===== config.mk =====
export PLATFORM = sky130hd
export DESIGN_NAME = upper_link_frame_error_flags
export DESIGN_NICKNAME = d
export VERILOG_FILES = /design/src/inc/upper_err_pkg.sv /design/src/rtl/frame_tracker.sv /design/src/rtl/upper_link_frame_error_flags.sv
export VERILOG_INCLUDE_DIRS = /design/src /design/src/inc
export SDC_FILE = /design/constraint.sdc
export NUM_CORES = 1
export LEC_CHECK = 0
export ABC_AREA = 1
export ABC_CLOCK_PERIOD_IN_PS = 1700
export BUFFER_PORTS_ARGS = -buffer_cell sky130_fd_sc_hd__buf_4
export CAP_MARGIN = 10
export CORE_ASPECT_RATIO = 0.75
export CORE_UTILIZATION = 52
export DETAILED_ROUTE_END_ITERATION = 12
export HOLD_SLACK_MARGIN = 0.06
export PLACE_DENSITY = 0.92
export SYNTH_ARGS = -nofsm -noshare
export SYNTH_HDL_FRONTEND = slang
export SYNTH_SLANG_ARGS = --single-unit

===== constraint.sdc =====
create_clock -name ref_clk -period 1.7 [get_ports ref_clk]
set_input_delay 0.255 -clock ref_clk [delete_from_list [all_inputs] [get_ports ref_clk]]
set_output_delay 0.255 -clock ref_clk [all_outputs]
set_load 0.01 [all_outputs]

===== src/inc/upper_err_cfg.svh =====
// Purpose: constants for the upper chain port error flag block
// Assumes: byte-wide read-only status registers
// Notes:   offsets are register indices as printed
`ifndef UPPER_ERR_CFG_SVH
`define UPPER_ERR_CFG_SVH

// ----------------------------------------
// register map
// ----------------------------------------
`define CMD_FLAGS_OFS    12'h784
`define RSP_FLAGS_OFS    12'h785
`define IRQ_STAT_OFS     12'h790
`define IRQ_MASK_OFS     12'h791
`define FLAGS_RESET      8'h00

// ----------------------------------------
// command flag bit positions
// ----------------------------------------
`define CMD_CRC_BIT      0
`define CMD_UNEXP_BIT    1
`define CMD_BYTE_BIT     2
`define CMD_SOF_BIT      3
`define CMD_TXDIS_BIT    4
`define CMD_INIT_BIT     5

// ----------------------------------------
// response flag bit positions
// ----------------------------------------
`define RSP_CRC_BIT      0
`define RSP_UNEXP_BIT    1
`define RSP_BYTE_BIT     2
`define RSP_SOF_BIT      3
`define RSP_TXDIS_BIT    4
`define RSP_WAIT_BIT     5

// ----------------------------------------
// interrupt status bits
// ----------------------------------------
`define IRQ_CMD_BIT      0
`define IRQ_RSP_BIT      1
`define IRQ_WIDTH        2
`endif


===== src/inc/upper_err_pkg.sv =====
// Purpose: types for the upper chain port error flag block
// Assumes: nothing
// Notes:   carriers for received frame events
package upper_err_pkg;

	// one received byte with its framing information
	typedef struct packed
	{
		logic       valid;
		logic       sof;
		logic       isCommand;
		logic       typeValid;
		logic       byteError;
		logic       lastByte;
		logic       crcBad;
		logic       readCmd;
		logic [7:0] data;
	} rx_byte_s;

	// frame tracker states
	typedef enum logic [1:0]
	{
		WAIT_INIT,
		IN_FRAME,
		IGNORE
	} frame_state_e;

endpackage


===== src/rtl/frame_tracker.sv =====
// Purpose: tracks frame position and ignore state on the upper chain port
// Assumes: bytes arrive with their framing decoded
// Notes:   emits one-cycle frame error events
`timescale 1ns/1ps

`include "upper_err_cfg.svh"

module frame_tracker
(
	input  wire logic                     ref_clk,
	input  wire logic                     rst_b,
	input  wire upper_err_pkg::rx_byte_s  rxByte,
	output logic                          initErr,
	output logic                          sofErr,
	output logic                          byteErr,
	output logic                          crcDiscard,
	output logic                          frameDone,
	output logic                          frameIsCmd,
	output logic                          frameIsRead
);

	upper_err_pkg::frame_state_e stateReg;
	upper_err_pkg::frame_state_e stateNext;
	logic                        isCmdReg;
	logic                        isCmdNext;
	logic                        isReadReg;
	logic                        isReadNext;
	logic                        pendSofReg;
	logic                        pendSofNext;
	logic                        pendByteReg;
	logic                        pendByteNext;

	// ----------------------------------------
	// frame sequencing
	// ----------------------------------------
	always_comb
	begin
		stateNext    = stateReg;
		isCmdNext    = isCmdReg;
		isReadNext   = isReadReg;
		pendSofNext  = pendSofReg;
		pendByteNext = pendByteReg;
		initErr      = 1'b0;
		sofErr       = 1'b0;
		byteErr      = 1'b0;
		crcDiscard   = 1'b0;
		frameDone    = 1'b0;
		frameIsCmd   = isCmdReg;
		frameIsRead  = isReadReg;
		if (rxByte.valid)
		begin
			case (stateReg)
				upper_err_pkg::WAIT_INIT:
				begin
					if (!rxByte.sof || !rxByte.typeValid)
					begin
						initErr   = 1'b1;
						stateNext = upper_err_pkg::IGNORE;
					end
					else
					begin
						isCmdNext    = rxByte.isCommand;
						isReadNext   = rxByte.readCmd;
						pendSofNext  = 1'b0;
						pendByteNext = 1'b0;
						stateNext    = upper_err_pkg::IN_FRAME;
					end
				end
				upper_err_pkg::IN_FRAME:
				begin
					if (rxByte.sof)
					begin
						pendSofNext = 1'b1;
					end
					if (rxByte.byteError)
					begin
						pendByteNext = 1'b1;
					end
					if (rxByte.lastByte)
					begin
						stateNext  = upper_err_pkg::WAIT_INIT;
						frameDone  = 1'b1;
						// a crc discard hides every other finding of the frame
						crcDiscard = rxByte.crcBad;
						sofErr     = !rxByte.crcBad && (pendSofReg || rxByte.sof);
						byteErr    = !rxByte.crcBad && (pendByteReg || rxByte.byteError);
					end
				end
				upper_err_pkg::IGNORE:
				begin
					// ignored bytes are checked for nothing and counted nowhere
					if (rxByte.sof && rxByte.typeValid)
					begin
						isCmdNext    = rxByte.isCommand;
						isReadNext   = rxByte.readCmd;
						pendSofNext  = 1'b0;
						pendByteNext = 1'b0;
						stateNext    = upper_err_pkg::IN_FRAME;
					end
				end
				default:
				begin
					stateNext = upper_err_pkg::WAIT_INIT;
				end
			endcase
		end
	end

	always_ff @(posedge ref_clk or negedge rst_b)
	begin
		if (!rst_b)
		begin
			stateReg    <= upper_err_pkg::WAIT_INIT;
			isCmdReg    <= 1'b0;
			isReadReg   <= 1'b0;
			pendSofReg  <= 1'b0;
			pendByteReg <= 1'b0;
		end
		else
		begin
			stateReg    <= stateNext;
			isCmdReg    <= isCmdNext;
			isReadReg   <= isReadNext;
			pendSofReg  <= pendSofNext;
			pendByteReg <= pendByteNext;
		end
	end

	// ----------------------------------------
	// checks
	// ----------------------------------------
	a_ignore_no_check: assert property (@(posedge ref_clk) disable iff (!rst_b)
		(stateReg == upper_err_pkg::IGNORE) |-> !(sofErr || byteErr || crcDiscard || frameDone))
		else $error("error reported while ignoring a frame");

	a_init_err_ignore: assert property (@(posedge ref_clk) disable iff (!rst_b)
		initErr |=> (stateReg == upper_err_pkg::IGNORE))
		else $error("init error did not enter ignore");

	a_crc_hides_rest: assert property (@(posedge ref_clk) disable iff (!rst_b)
		crcDiscard |-> !(sofErr || byteErr))
		else $error("crc discard reported other errors");

endmodule


===== src/rtl/upper_link_frame_error_flags.sv =====
// Purpose: sticky error flags for frames received on the upper chain port
// Assumes: bytes arrive decoded and synchronous to ref_clk
// Notes:   both flag registers are read-only; a read of the interrupt status clears it
//
// Overview of operation
// malformed first byte sets init error flag
// after init error, skip until start byte
// ignored frames unchecked and uncounted
// forward every received byte up the stack
// dir 1, tx off, read: flag, discard
// dir 1: unexpected start bit flags error
// dir 1: non-init byte error flagged
// byte error may raise bit-level flags
// dir 0 command on upper: unexpected
// crc discard sets crc flag
// crc discard reports no other flags
// aborted pending stack response sets wait flag
// dir 0, tx off, response: flag, discard
// dir 1 response on upper: unexpected
// response errors flagged like command ones
// flags sticky, read-only, reset zero
`timescale 1ns/1ps

`include "upper_err_cfg.svh"

module upper_link_frame_error_flags
(
	input  wire logic                     ref_clk,
	input  wire logic                     rst_b,
	input  wire upper_err_pkg::rx_byte_s  rxByte,
	input  wire logic                     dirSel,
	input  wire logic                     upperTxDisabled,
	input  wire logic                     stackReadPending,
	input  wire logic                     responseAborted,
	input  wire logic [11:0]              regAddr,
	input  wire logic [7:0]               regWrData,
	input  wire logic                     regWr,
	input  wire logic                     regRd,
	output logic [7:0]                    regRdData,
	output logic                          fwdValid,
	output logic [7:0]                    fwdData,
	output logic                          discardPulse,
	output logic                          bitErrFlag,
	output logic                          irq
);

	logic       initErr;
	logic       sofErr;
	logic       byteErr;
	logic       crcDiscard;
	logic       frameDone;
	logic       frameIsCmd;
	logic       frameIsRead;
	logic [7:0] cmdFlagsReg;
	logic [7:0] cmdFlagsNext;
	logic [7:0] rspFlagsReg;
	logic [7:0] rspFlagsNext;
	logic [7:0] cmdSet;
	logic [7:0] rspSet;
	logic [`IRQ_WIDTH-1:0] irqStatReg;
	logic [`IRQ_WIDTH-1:0] irqStatNext;
	logic [`IRQ_WIDTH-1:0] irqMaskReg;
	logic [`IRQ_WIDTH-1:0] irqMaskNext;
	logic [7:0] rdDataReg;
	logic [7:0] rdDataNext;
	logic       fwdValidReg;
	logic [7:0] fwdDataReg;
	logic       discardReg;
	logic       discardNext;
	logic       bitErrReg;
	logic       irqReg;
	logic       irqNext;

	frame_tracker u_tracker
	(
		.ref_clk     (ref_clk),
		.rst_b       (rst_b),
		.rxByte      (rxByte),
		.initErr     (initErr),
		.sofErr      (sofErr),
		.byteErr     (byteErr),
		.crcDiscard  (crcDiscard),
		.frameDone   (frameDone),
		.frameIsCmd  (frameIsCmd),
		.frameIsRead (frameIsRead)
	);

	// ----------------------------------------
	// flag events
	// ----------------------------------------
	always_comb
	begin
		cmdSet = 8'h00;
		rspSet = 8'h00;
		cmdSet[`CMD_INIT_BIT] = initErr;
		if (frameDone && frameIsCmd)
		begin
			cmdSet[`CMD_CRC_BIT]   = crcDiscard;
			// a crc discard hides the direction mismatch as well
			cmdSet[`CMD_UNEXP_BIT] = !dirSel && !crcDiscard;
			cmdSet[`CMD_SOF_BIT]   = dirSel && sofErr;
			cmdSet[`CMD_BYTE_BIT]  = dirSel && byteErr;
			cmdSet[`CMD_TXDIS_BIT] = dirSel && upperTxDisabled && frameIsRead && !crcDiscard;
		end
		if (frameDone && !frameIsCmd)
		begin
			rspSet[`RSP_CRC_BIT]   = crcDiscard;
			rspSet[`RSP_UNEXP_BIT] = dirSel && !crcDiscard;
			rspSet[`RSP_SOF_BIT]   = sofErr;
			rspSet[`RSP_BYTE_BIT]  = byteErr;
			rspSet[`RSP_TXDIS_BIT] = !dirSel && upperTxDisabled && !crcDiscard;
		end
		rspSet[`RSP_WAIT_BIT] = stackReadPending && responseAborted;
	end

	// ----------------------------------------
	// sticky flags and register port
	// ----------------------------------------
	always_comb
	begin
		// flags only ever gain bits: software has no way to clear them
		cmdFlagsNext = cmdFlagsReg | cmdSet;
		rspFlagsNext = rspFlagsReg | rspSet;
		irqStatNext  = irqStatReg;
		irqMaskNext  = irqMaskReg;
		rdDataNext   = 8'h00;
		if (regWr && regAddr == `IRQ_MASK_OFS)
		begin
			irqMaskNext = regWrData[`IRQ_WIDTH-1:0];
		end
		if (regRd)
		begin
			case (regAddr)
				`CMD_FLAGS_OFS: rdDataNext = cmdFlagsReg;
				`RSP_FLAGS_OFS: rdDataNext = rspFlagsReg;
				`IRQ_STAT_OFS:
				begin
					rdDataNext  = {6'h00, irqStatReg};
					irqStatNext = '0;
				end
				`IRQ_MASK_OFS:  rdDataNext = {6'h00, irqMaskReg};
				default:        rdDataNext = 8'h00;
			endcase
		end
		// a new event wins over a clearing read in the same cycle
		irqStatNext[`IRQ_CMD_BIT] = irqStatNext[`IRQ_CMD_BIT] | (|cmdSet);
		irqStatNext[`IRQ_RSP_BIT] = irqStatNext[`IRQ_RSP_BIT] | (|rspSet);
		irqNext     = |(irqStatNext & irqMaskNext);
		discardNext = frameDone && (crcDiscard || cmdSet[`CMD_TXDIS_BIT] || rspSet[`RSP_TXDIS_BIT]);
	end

	always_ff @(posedge ref_clk or negedge rst_b)
	begin
		if (!rst_b)
		begin
			cmdFlagsReg <= `FLAGS_RESET;
			rspFlagsReg <= `FLAGS_RESET;
			irqStatReg  <= '0;
			irqMaskReg  <= '0;
			rdDataReg   <= 8'h00;
			fwdValidReg <= 1'b0;
			fwdDataReg  <= 8'h00;
			discardReg  <= 1'b0;
			bitErrReg   <= 1'b0;
			irqReg      <= 1'b0;
		end
		else
		begin
			cmdFlagsReg <= cmdFlagsNext;
			rspFlagsReg <= rspFlagsNext;
			irqStatReg  <= irqStatNext;
			irqMaskReg  <= irqMaskNext;
			rdDataReg   <= rdDataNext;
			// bytes pass on upward even when this device ignores them
			fwdValidReg <= rxByte.valid;
			fwdDataReg  <= rxByte.data;
			discardReg  <= discardNext;
			bitErrReg   <= rxByte.valid && rxByte.byteError;
			irqReg      <= irqNext;
		end
	end

	assign regRdData    = rdDataReg;
	assign fwdValid     = fwdValidReg;
	assign fwdData      = fwdDataReg;
	assign discardPulse = discardReg;
	assign bitErrFlag   = bitErrReg;
	assign irq          = irqReg;

	// ----------------------------------------
	// checks
	// ----------------------------------------
	a_flags_sticky: assert property (@(posedge ref_clk) disable iff (!rst_b)
		((cmdFlagsReg & $past(cmdFlagsReg)) == $past(cmdFlagsReg))
		&& ((rspFlagsReg & $past(rspFlagsReg)) == $past(rspFlagsReg)) && (rspFlagsReg[7:6] == 2'h0))
		else $error("flag bit was lost");

	a_init_flag_set: assert property (@(posedge ref_clk) disable iff (!rst_b)
		initErr |=> cmdFlagsReg[`CMD_INIT_BIT])
		else $error("init error flag not set");

	a_unexp_cmd_flag: assert property (@(posedge ref_clk) disable iff (!rst_b)
		(frameDone && frameIsCmd && !dirSel && !crcDiscard) |=> cmdFlagsReg[`CMD_UNEXP_BIT])
		else $error("unexpected command not flagged");

	a_unexp_rsp_flag: assert property (@(posedge ref_clk) disable iff (!rst_b)
		(frameDone && !frameIsCmd && dirSel && !crcDiscard) |=> rspFlagsReg[`RSP_UNEXP_BIT])
		else $error("unexpected response not flagged");

	a_crc_flag_set: assert property (@(posedge ref_clk) disable iff (!rst_b)
		(crcDiscard && frameIsCmd) |=> cmdFlagsReg[`CMD_CRC_BIT] && discardPulse)
		else $error("crc discard not flagged");

	a_txdis_cmd: assert property (@(posedge ref_clk) disable iff (!rst_b)
		(frameDone && frameIsCmd && frameIsRead && dirSel && upperTxDisabled && !crcDiscard)
		|=> cmdFlagsReg[`CMD_TXDIS_BIT] && discardPulse)
		else $error("tx disabled read not flagged");

	a_txdis_rsp: assert property (@(posedge ref_clk) disable iff (!rst_b)
		(frameDone && !frameIsCmd && !dirSel && upperTxDisabled && !crcDiscard)
		|=> rspFlagsReg[`RSP_TXDIS_BIT] && discardPulse)
		else $error("tx disabled response not flagged");

	a_fwd_byte: assert property (@(posedge ref_clk) disable iff (!rst_b)
		rxByte.valid |=> fwdValid && (fwdData == $past(rxByte.data)))
		else $error("byte not forwarded");

	a_wait_flag: assert property (@(posedge ref_clk) disable iff (!rst_b)
		(stackReadPending && responseAborted) |=> rspFlagsReg[`RSP_WAIT_BIT])
		else $error("wait abort not flagged");

	a_sof_dir: assert property (@(posedge ref_clk) disable iff (!rst_b)
		(frameDone && frameIsCmd && dirSel && (sofErr || byteErr))
		|=> (cmdFlagsReg[`CMD_SOF_BIT] || cmdFlagsReg[`CMD_BYTE_BIT]))
		else $error("command frame error not flagged");

endmodule


======== After elaboration in Yosys (flattened, before gate mapping) ========
Cells that the tools add are included.
cells by class
  reductions and logical operators ........ 39
  muxes and demuxes ....................... 38
  bitwise logic cells ..................... 5
  eq/ne operators ......................... 11
operator list
  kind                                                                     number
  12-bit by 11-bit == test with 1-bit output, second input constant        4
  8-bit one-hot mux with 4 select lines                                    1
  1-bit two-way mux                                                        23
  1-bit logical AND                                                        18
  8-bit by 6-bit OR with 8-bit output                                      2
  2-bit two-way mux                                                        6
  6-bit OR reduction                                                       2
  5-bit two-way mux                                                        2
  5-bit AND reduction                                                      2
  8-bit two-way mux                                                        1
  2-bit inequality test, second input constant                             4
  1-bit zero test                                                          6
  1-bit one-hot mux with 3 select lines                                    2
  2-bit one-hot mux with 3 select lines                                    1
  1-bit logical OR                                                         5
  1-bit one-hot mux with 2 select lines                                    2
  4-bit AND reduction                                                      1
  3-bit AND reduction                                                      1
  3-bit nonzero test                                                       1
  2-bit bitwise AND                                                        1
  2-bit by 1-bit == test with 1-bit output, second input constant          1
  2-bit == test, second input constant                                     1
  2-bit zero test                                                          1
  2-bit by 1-bit inequality test with 1-bit output, second input constant  1
  3 further kinds                                                          4
word-level totals
  output and inout port bits .............. 20
  bits in registers ....................... 46
  input port bits ......................... 44
  word-level logic and storage cells ...... 108

======== Logic depth before layout (Yosys ltp) ========
Gate-level depths: netlist (run 1).
  depth after elaboration ................. 11
  depth in mapped cells ................... 9
  depth with buffers taken out ............ 9

======== Modules after synthesis ========
Synthesis (run 1) repeated with hierarchy kept, for this count alone.
second synthesis, totals
  cells, all modules ...................... 219
  area total of the unflattened synthesis .. 1879.3 µm²
modules (own cells, without submodules)
  module                        cells each  sequential area each (µm²)  area an instance (µm²)  instances
  upper_link_frame_error_flags  172         850.8                       1542.7                  1
  frame_tracker                 47          150.1                       336.6                   1

======== Worst setup path after synthesis (run 1) ========
OpenSTA, ideal clock, no wires.
  kind .................................... reg-to-reg
  start point ............................. reg u_tracker.stateReg[1]
  end point ............................... reg irqReg (netlist: irq)
  buffers on the path ..................... 0
  period minus slack after synthesis ...... 1.163 ns
  setup time .............................. 0.065 ns
  required time ........................... 1.635 ns
  arrival ................................. 1.099 ns
  stages on the path, launching flop included .. 10
  setup slack ............................. 0.537 ns
  cell sequence ........................... dfrtp_1 -> inv_1 -> nand2_1 -> nor2_8 -> nand2_2 -> a21oi_1 -> nor2_1 -> nand3_2 -> nand2_1 -> nand2_1
on the way
  cells in the longest elaborated chain, start to end .. 10
  elaborated cells between the ends (all ways) .. 29
  those cells by class .................... 1 x eq/ne; 12 x mux; 3 x bitwise; 13 x reduce/logical
RTL lines
  element                                       line                                                                      source
  start: declaration                            frame_tracker.sv:22                                                       upper_err_pkg::frame_state_e stateReg;
  start signal: assignment                      frame_tracker.sv:113                                                      stateReg <= upper_err_pkg::WAIT_INIT;
  start signal: assignment                      frame_tracker.sv:121                                                      stateReg <= stateNext;
  2-bit by 1-bit == test with 1-bit output (*)  frame_tracker.sv:52                                                       case (stateReg)
  1-bit two-way mux                             frame_tracker.sv:52
  1-bit two-way mux                             frame_tracker.sv:50                                                       if (rxByte.valid)
  1-bit zero test                               upper_link_frame_error_flags.sv:108, upper_link_frame_error_flags.sv:111
  1-bit logical AND (on tied branches)          upper_link_frame_error_flags.sv:108, upper_link_frame_error_flags.sv:111
  5-bit two-way mux (*)                         upper_link_frame_error_flags.sv:105                                       if (frameDone && !frameIsCmd)
  6-bit OR reduction (*)                        upper_link_frame_error_flags.sv:147                                       irqStatNext[`IRQ_RSP_BIT] = irqStatNext[`IRQ_RSP_BIT] | (|rspSet);
  1-bit OR (*)                                  upper_link_frame_error_flags.sv:147
  net irqStatNext[1]                            upper_link_frame_error_flags.sv:61                                        logic [`IRQ_WIDTH-1:0] irqStatNext;
  2-bit bitwise AND (*)                         upper_link_frame_error_flags.sv:148                                       irqNext = |(irqStatNext & irqMaskNext);
  2-bit OR reduction (*)                        upper_link_frame_error_flags.sv:148
  net irqNext                                   upper_link_frame_error_flags.sv:72                                        logic irqNext;
  end signal: assignment                        upper_link_frame_error_flags.sv:179                                       irqReg <= irqNext;
  end: declaration                              upper_link_frame_error_flags.sv:71                                        logic irqReg;
Mark *: on every way through the listed nets, which the timed path passes. The rest lies on a longest branch.
A chain may end at the register's enable or synchronous reset.

======== Worst setup path after layout (run 1) ========
Same ends and word-level chain as after synthesis.

==> qor.yml, run 1 <==
status: "finished, final reports clean"
fin_area_um2: 2370
drv_cap: 0
synth-seq-cells: 40
vias: 1563
fin_crit_sh_pct: 83.8
multi_input_area_um2: 594
track_usage_pct: 23.8
die_h_um: 52.2
worstPathArrival_ns: 1.65
htreeDepth: 2
worst_setup_path_start_kind: "flip-flop"
endpoint_kind: "flip-flop"
die_w_um: 68.9
dr.pass1.iters: 4
clk_path_buf_depth: 2
p_comb_share_pct: 12.5
clk_pin_slew_ns: 0.07
numCtsBuffers: 5
core_area_um2: 3060
path_cells: "inv_1, nand2_1, nor2_8, nand4_2, nand2_1, inv_1, nand3_2, nand2_1, nand2_1"
setup_violations: 0
seq_area_frac_synth_pct: 57.3
synthDominantCellAreaShare_pct: 57.3
fin_nets: 310
hold_violations: 0
drcViolationCount: 0
slowest_delay_ns: 0.36
synth_area_leaders: "dfrtp_1, nand2_1, inv_1"
first_global_vias: 1400
cp_max_fo: 10
post-cts-setup-buffers: 0
synthCells: 197
synth_edf_count: 0
cp_common_cell: "nand2_1"
synthArstFlopShare_pct: 100
crit_slowest_cell: "dfrtp_1"
clock_skew_ns: 0.00289
die_area_um2: 3590
fp-row-count: 17
fmax_ghz: 0.702
grt_max_degree: 41
gp_congestion: 0.814
antenna_found_initial: 0
cts_resized: 0
seqCellArea_um2: 1000
cp.required_ns: 1.93
drtIter0Drc: 124
p_int_uw: 1470
yosys-top-cells-count: "dfrtp_1, nand2_1, inv_1, nor2_1, nand3_1"
place_hpwl_mm: 2.76
final.setup.tns_ns: 0
slew_viol_final: 0
ys.flop_type: "dfrtp_1"
synth.yosys.warnings: 0
sequentialPowerShare_pct: 52.7
fillCellCount: 220
pwr-share-clk_pct: 34.8
p_sw_uw: 467
gr-total-overflow: 0
p_leak_uw: 0.00128
syn_to_final_growth_pct: 35.8
place_area_um2: 2190
drt-total-wl_mm: 4.02
cts_sinks: 40
io_pins: 64
cts_hold_buf: 1
layout-drive-gt1-share_pct: 28.2
synth_top_area_cell: "dfrtp_1"
worstSetupPathType: "flip-flop to flip-flop"
min_period_ns: 1.42
synth.distinct_cells: 22
hp-class: "primary input to flip-flop"
syn_area_um2: 1750
rsz0062_at_grt: "no"
start_util_pct: 57.0
cts_tree: "yes"
vias_per_cell: 5.14
netSwitchingFraction_pct: 24.1
powerDensity_nw_per_um2: 816
ant_nets: 0
yosysMostFrequentCell: "dfrtp_1"
clk_latency_ns: 0.29
wire_per_inst_um: 13.2
diodes: 0
vdd_drop_max_v: 0.000534
port_buffers: 55
grt_pass1_wl_mm: 6.14
syn_area_per_cell_um2: 8.86
root_buffer: "clkbuf_8"
## power groups by stage
| stage | logic [uW] | clock network, uW | registers, uW |
|---|---|---|---|
| global route | 269 | 738 | 1020 |
| detailed placement | 225 | 0 | 1040 |
| floorplan | 90.8 | 0 | 1040 |
| finish | 242 | 673 | 1020 |
| CTS | 229 | 677 | 1020 |
| global placement | 216 | 0 | 1030 |
## cell usage in the layout (no fill, tap or decap), types with 2 or more instances in the layout
cell type	Yosys	layout
dfrtp_1	40	40
nand4_1	6	6
o21ai_0	10	10
nand2_1	39	39
nand2_2	2	2
o22ai_1	4	4
nand3_1	17	17
nand4_2	2	2
nor2_2	4	4
clkbuf_8	0	7
nand3_2	2	2
inv_1	37	37
buf_4	2	55
nor2_1	22	22
conb_1	1	2
dlygate4sd3_1	0	8
a21oi_1	2	2
## final timing paths
check                      cells after the start  slack, ns              to                   from
setup / recovery                               9       0.28             irq  u_tracker.stateReg[1]
hold / removal                                 1       0.07      fwdData[4]              rxByte[4]
setup reg to reg                               9       0.28             irq  u_tracker.stateReg[1]
hold reg to reg                                2       0.47  cmdFlagsReg[2]         cmdFlagsReg[2]
max in group asynchronous                      2       0.89      fwdData[5]                  rst_b
min in group asynchronous                      2       0.47      fwdData[4]                  rst_b
## through the flow
stage / power, uW / worst slack [ns] / hold WS [ns] / utilization (%) / cells
4_1_cts: 1920 / 0.314 / 0.0668 / 75.1 / 297
3_5_place_dp: 1260 / 0.293 / 0.251 / 71.7 / 289
2_1_floorplan: 1130 / 0.537 / -0.0406 / - / 198
6_report: 1930 / 0.275 / 0.0722 / 77.4 / 304
5_1_grt: 2030 / 0.113 / 0.0550 / 77.4 / 304
3_3_place_gp: 1250 / 0.348 / 0.248 / 71.7 / 289
## sequential cells by signal (all words and copies together), names as in the netlist
name / flops
fwdData: 8
cmdFlagsReg: 6
regRdData: 6
rspFlagsReg: 6
irqMaskReg: 2
irqStatReg: 2
u_tracker.stateReg: 2
bitErrFlag: 1
discardPulse: 1
fwdValid: 1
irq: 1
u_tracker.frameIsCmd: 1
u_tracker.frameIsRead: 1
u_tracker.pendByteReg: 1
u_tracker.pendSofReg: 1
## cell families after synthesis
group | share of synthesized area (%)
simple gates | 27.4
compound gates | 6.24
other cells | 0.215
buf+inv | 8.82
flops | 57.3
## layout make-up
cell class,instances,area share [%]
Clock buffer,7,4.06
Inverter,37,5.86
Multi-Input combinational cell,119,25.1
Sequential cell,40,42.2
Tap cell,38,2.01
Timing Repair Buffer,63,20.8
## layer usage
metal	share of wire, %	vias to the layer above	track usage [%]
li1	-	753	-
met1	43	737	31.5
met2	50	64	38.7
met3	6.3	9	5.43
met4	1.4	0	7.14
met5	0	-	0
## worst max-delay path, delay by kind of cell (launching register included)
kind                   cells  cell delay (ns)
and+or+nand+nor            7             0.85
DFF                        1             0.36
buffers and inverters      2             0.17
Power figures use the tool's default switching activity.
==> run 2: changes to the inputs <==
Settings changed: ABC_AREA 1 to 0, ABC_CLOCK_PERIOD_IN_PS 1700 to 1400, CORE_UTILIZATION 52 to 47, PLACE_DENSITY 0.92 to 0.87.
Clock period 1.7 ns to 1.4 ns, I/O delays scaled along.
==> qor.yml, run 2 <==
worstSetupPathType: "primary input to flip-flop"
fin_util_pct: 81.6  # +4.2 points
clock_skew_ns: 0.00462  # +0.00172 ns
clk_pin_slew_ns: 0.08  # about the same
diodes: 0  # unchanged
synthDominantCellAreaShare_pct: 64.1  # +6.7 points
drt-total-wl_mm: 4.77  # +19%
synthArstFlopShare_pct: 100  # unchanged
final.setup.tns_ns: -1.09  # -1.09 ns
cts_sinks: 40  # unchanged
total_power_uw: 2830  # +46%
critical_path.top_delay_family: "simple AND/OR/NAND/NOR gates"
vias_per_cell: 5.73  # +11%
gr-total-overflow: 0  # unchanged
violations: "setup timing"
place_ws_ns: -0.644  # -0.937 ns
dr.pass1.iters: 4  # unchanged
synth-simple-area-share_pct: 15.1  # -12 points
grt_pass1_wl_mm: 7.07  # +15%
synth.yosys.warnings: 0  # unchanged
fp-row-count: 17  # unchanged
rsz0062_at_grt: "yes"
cts_tree: "yes"
synth_fa_ha_area_share_pct: 0  # unchanged
port_buffers: 55  # unchanged
drtIter0Drc: 100  # -19%
die_area_um2: 3560  # -0.92%
final_cell_mix: "buf_4, dfrtp_1, dlygate4sd3_1"
htreeDepth: 2  # unchanged
cp.required_ns: 1.60  # -0.33 ns
synth-seq-cells: 40  # unchanged
setup_violations: 11  # +11
ant_nets: 0  # unchanged
synth_compound_area_share_pct: 13.1  # +6.9 points
seqCellArea_um2: 1000  # unchanged
seq_area_frac_synth_pct: 64.1  # +6.7 points
numCtsBuffers: 5  # unchanged
layout-drive-gt1-share_pct: 51.4  # +23 points
largest_reg_flops: 8  # unchanged
path_buf_inv: 1  # -1
slew_viol_final: 0  # unchanged
min_period_ns: 1.69
ys.flop_type: "dfrtp_1"
fillCellCount: 151  # -31%
synth_top_family_by_area: "simple AND/OR/NAND/NOR gates"
die_h_um: 51.9  # -0.46%
synthXorXnorAreaFrac_pct: 0  # unchanged
antenna_found_initial: 0  # unchanged
first_global_vias: 1456  # +4.0%
syn_to_final_growth_pct: 58.8
synth.distinct_cells: 37  # +68%
worst_hold_slack_ns: 0.0703  # -0.00189 ns
worst_setup_path_start_kind: "primary input"
slowest_delay_ns: 0.56  # +0.20 ns
cp_max_fo: 3  # -7
fmax_ghz: 0.592
clk_path_buf_depth: 2  # unchanged
io_pins: 64  # unchanged
drcViolationCount: 0  # unchanged
hp-class: "primary input to flip-flop"
drv_cap: 0  # unchanged
p_leak_uw: 0.00119  # -6.6%
wire_per_inst_um: 18.9  # +43%
worstPathArrival_ns: 1.89  # +0.24 ns
path_cells: "buf_6, or4b_4, or4_4, a221o_2, a22o_1"
place_hpwl_mm: 2.98  # +8.0%
endpoint_kind: "flip-flop"
syn_area_um2: 1560  # -10%
syn_area_per_cell_um2: 12.4  # +40%
synth_edf_count: 0  # unchanged
fin_nets: 257  # -17%
yosysMostFrequentCell: "dfrtp_1"
track_usage_pct: 29.3  # +5.6 points
status: "complete, but fails checks"
vias: 1443  # -7.7%
muxShareOfSynthArea_pct: 5.44  # +5.4 points
hold_violations: 0  # unchanged
start_util_pct: 51.4  # -5.6 points
gp_congestion: 0.790  # -2.9%
root_buffer: "clkbuf_8"
fin_ws_ns: -0.289  # -0.564 ns
crit_slowest_cell: "or4b_4"
final_common_cell: "buf_4"
multi_input_area_um2: 649  # +9.3%
vdd_drop_max_v: 0.000812  # +52%
synth_area_leaders: "dfrtp_1, nor2_1, mux2_2"
powerDensity_nw_per_um2: 1140  # +40%
synth_top_area_cell: "dfrtp_1"
core_area_um2: 3040  # -0.69%
grt_max_degree: 41  # unchanged
fin_crit_sh_pct: 121
clk_latency_ns: 0.31  # +0.02 ns
yosys-top-cells-count: "dfrtp_1, nor2_1, nand2_1, o21bai_1"
die_w_um: 68.6  # -0.46%
synthCells: 126  # -36%
==> run 2: cells by family after synthesis <==
kind of cell / after synthesis
simple gates: 43
other cells: 1
mux: 8
buf+inv: 6
compound gates: 28
flops: 40
==> run 2: timing repair <==
item	in CTS	in global routing
endpoints found under the setup margin	9	14
pin swaps	8	10
hold endpoints to repair	48	0
gates cloned	0	0
hold buffers	9	0
setup buffers	2	2
gates resized for setup	9	18
==> run 2: metrics by stage <==
stage,instances,cell area [um2]
6_report,252,2480
5_1_grt,252,2480
4_1_cts,251,2400
3_5_place_dp,232,2140
3_3_place_gp,232,2140
2_1_floorplan,127,1610
==> run 2: cell type report <==
type,count,share of cell area [%]
clock buffers,5,2.77
clock inverters,3,1.87
flip-flops and latches,40,40.3
well taps,38,1.92
multi-input cells,81,26.2
repair buffers,82,26.5
inverters,3,0.454
==> run 2: worst register-to-register path, delay by kind of cell, from the launching register on <==
| family | cells | cell delay, ns |
|---|---|---|
| DFF | 1 | 0.41 |
| and+or+nand+nor | 2 | 0.38 |
| AOI/OAI and AO/OA | 2 | 0.60 |
| buffers and inverters | 1 | 0.17 |
==> run 2: where the power goes <==
group,switching (uW),leakage [uW],internal (uW)
Combinational,207,0.000637,251
Sequential,95.3,0.000500,1280
Clock,459,0.0000548,537
Total,761,0.00119,2060
==> run 2: final timing paths <==
kind / from / to / slack [ns] / cells past startpoint
worst min register to register: cmdFlagsReg[1] / cmdFlagsReg[1] / 0.49 / 1
min in group asynchronous: rst_b / bitErrFlag / 0.39 / 2
max in group asynchronous: rst_b / u_tracker.stateReg[0] / 0.67 / 2
worst min-delay path: rxByte[15] / fwdValid / 0.07 / 1
worst max register to register: u_tracker.pendByteReg / irq / -0.26 / 5
worst max-delay path: regAddr[5] / irq / -0.29 / 5
==> run 2: per-layer routing <==
metal	track usage, %	share of wire, %	vias up
met5	0	0	-
met4	18.4	5.0	0
met3	8.11	6.4	27
met2	46.4	49	83
met1	35.0	39	713
li1	-	-	620
==> run 3: changes to the inputs <==
--- a/config.mk
+++ b/config.mk
@@ -11,5 +11,5 @@
 export BUFFER_PORTS_ARGS = -buffer_cell sky130_fd_sc_hd__buf_4
 export CAP_MARGIN = 10
-export CORE_ASPECT_RATIO = 0.75
+export CORE_ASPECT_RATIO = 1.2
 export CORE_UTILIZATION = 47
 export DETAILED_ROUTE_END_ITERATION = 12
==> constraint.sdc (replaced) <==
create_clock -name ref_clk -period 1.4 [get_ports ref_clk]
set_input_delay 0.35 -clock ref_clk [delete_from_list [all_inputs] [get_ports ref_clk]]
set_output_delay 0.35 -clock ref_clk [all_outputs]
set_load 0.01 [all_outputs]
==> qor.yml, run 3 (synthesis gave the netlist of run 2 again) <==
worstSetupPathType: "primary input to flip-flop"
worst_setup_path_start_kind: "primary input"
vias: 1388  # -3.8%
ant_nets: 0  # unchanged
numCtsBuffers: 5  # unchanged
clk_latency_ns: 0.35  # +0.04 ns
clk_path_buf_depth: 2  # unchanged
drv_cap: 0  # unchanged
gr-total-overflow: 0  # unchanged
worstPathArrival_ns: 2.05  # +0.16 ns
track_usage_pct: 25.0  # -4.4 points
crit_slowest_cell: "or4b_4"
clk_pin_slew_ns: 0.12  # +0.04 ns
start_util_pct: 50.2  # -1.1 points
largest_reg_flops: 8  # unchanged
fin_util_pct: 75.7  # -5.8 points
fp-row-count: 22  # +5
final_cell_mix: "buf_4, dfrtp_1, nor2_1"
clock_skew_ns: 0.00849  # +0.00388 ns
slowest_delay_ns: 0.56  # about the same
grt_max_degree: 41  # unchanged
syn_to_final_growth_pct: 50.8
cts_tree: "yes"
endpoint_kind: "flip-flop"
die_area_um2: 3560  # about the same
wire_per_inst_um: 16.1  # -15%
worst_hold_slack_ns: 0.0990  # +0.0287 ns
core_area_um2: 3110  # +2.3%
antenna_found_initial: 0  # unchanged
status: "complete, but fails checks"
final_common_cell: "buf_4"
cp_max_fo: 4  # +1
fin_crit_sh_pct: 128  # +7.4 points
die_h_um: 65.2  # +25%
critical_path.top_delay_family: "simple AND/OR/NAND/NOR gates"
final.setup.tns_ns: -2.12  # -1.03 ns
setup_violations: 11  # unchanged
violations: "setup timing"
rsz0062_at_grt: "yes"
port_buffers: 55  # unchanged
fmax_ghz: 0.558  # -5.8%
layout-drive-gt1-share_pct: 51.9  # +0.48 points
fin_nets: 255  # -0.78%
gp_congestion: 0.781  # -1.2%
vias_per_cell: 5.60  # -2.3%
drt-total-wl_mm: 3.99  # -16%
min_period_ns: 1.79  # +0.104 ns
powerDensity_nw_per_um2: 1070  # -5.7%
path_buf_inv: 1  # unchanged
diodes: 0  # unchanged
dr.pass1.iters: 5  # +1
cts_sinks: 40  # unchanged
root_buffer: "clkbuf_4"
first_global_vias: 1431  # -1.7%
p_leak_uw: 0.00118  # -1.3%
vdd_drop_max_v: 0.00105  # +29%
cp.required_ns: 1.65  # +0.05 ns
drtIter0Drc: 62  # -38%
hp-class: "primary input to flip-flop"
path_cells: "buf_6, or4b_4, or4_4, a221o_2, a22o_1"
fin_ws_ns: -0.393  # -0.104 ns
drcViolationCount: 0  # unchanged
place_hpwl_mm: 3.03  # +1.6%
htreeDepth: 2  # unchanged
fin_area_um2: 2360  # -5.0%
place_area_um2: 2190  # +2.1%
io_pins: 64  # unchanged
slew_viol_final: 0  # unchanged
total_power_uw: 2530  # -10%
die_w_um: 54.6  # -20%
hold_violations: 0  # unchanged
grt_pass1_wl_mm: 6.15  # -13%
[run 3: cell types whose count changed in the layout (fill, tap and decap cells not counted), sizes merged]
cell         previous run  this run
buf                    73        79
clkbuf                  5         6
clkinv                  0         1
clkinvlp                1         0
dlygate4sd3             9         1
inv                     4         3
[run 3: power breakdown]
part           switching, uW  internal, uW  total (uW)
combinational            187           247         434
sequential              80.4          1280        1360
clock                    364           374         739
total                    632          1900        2530
[run 3: per-stage QoR]
stage / std cells / setup slack (ns)
2_1_floorplan: 127 / -0.656
3_3_place_gp: 236 / -0.783
3_5_place_dp: 236 / -0.834
4_1_cts: 247 / -0.406
5_1_grt: 248 / -0.395
6_report: 248 / -0.393
[run 3: per-layer routing]
metal	up-vias	wire (um)	track usage, %
li1	620	-	-
met1	678	1360	23.6
met2	75	2260	47.0
met3	15	262	6.48
met4	0	113	10.9
met5	-	0	0
[run 3: worst paths after layout]
path	from	endpoint	slack [ns]	cells after the start
worst max-delay path	regAddr[3]	irq	-0.39	5
worst min-delay path	rxByte[3]	fwdData[3]	0.1	1
worst max register to register	u_tracker.pendByteReg	irq	-0.20	5
worst min register to register	cmdFlagsReg[0]	cmdFlagsReg[0]	0.47	1
max in group asynchronous	rst_b	cmdFlagsReg[0]	0.58	2
min in group asynchronous	rst_b	irq	0.49	2
[run 3: repair_timing]
item                       in CTS  in global routing
pin swaps                       3                  4
hold endpoints to repair       40                  0
hold buffers                    1                  0
resized for setup               7                  8
cloned                          0                  0
buffers inserted                2                  1
setup endpoints to repair       9                 13
[run 3: final cells by class]
type,instances,area (um2)
Inverter,3,11.3
Tap cell,36,45.0
Clock inverter,2,35.0
Timing Repair Buffer,80,618
Clock buffer,6,41.3
Sequential cell,40,1000
Fill cell,220,754
Multi-Input combinational cell,81,604
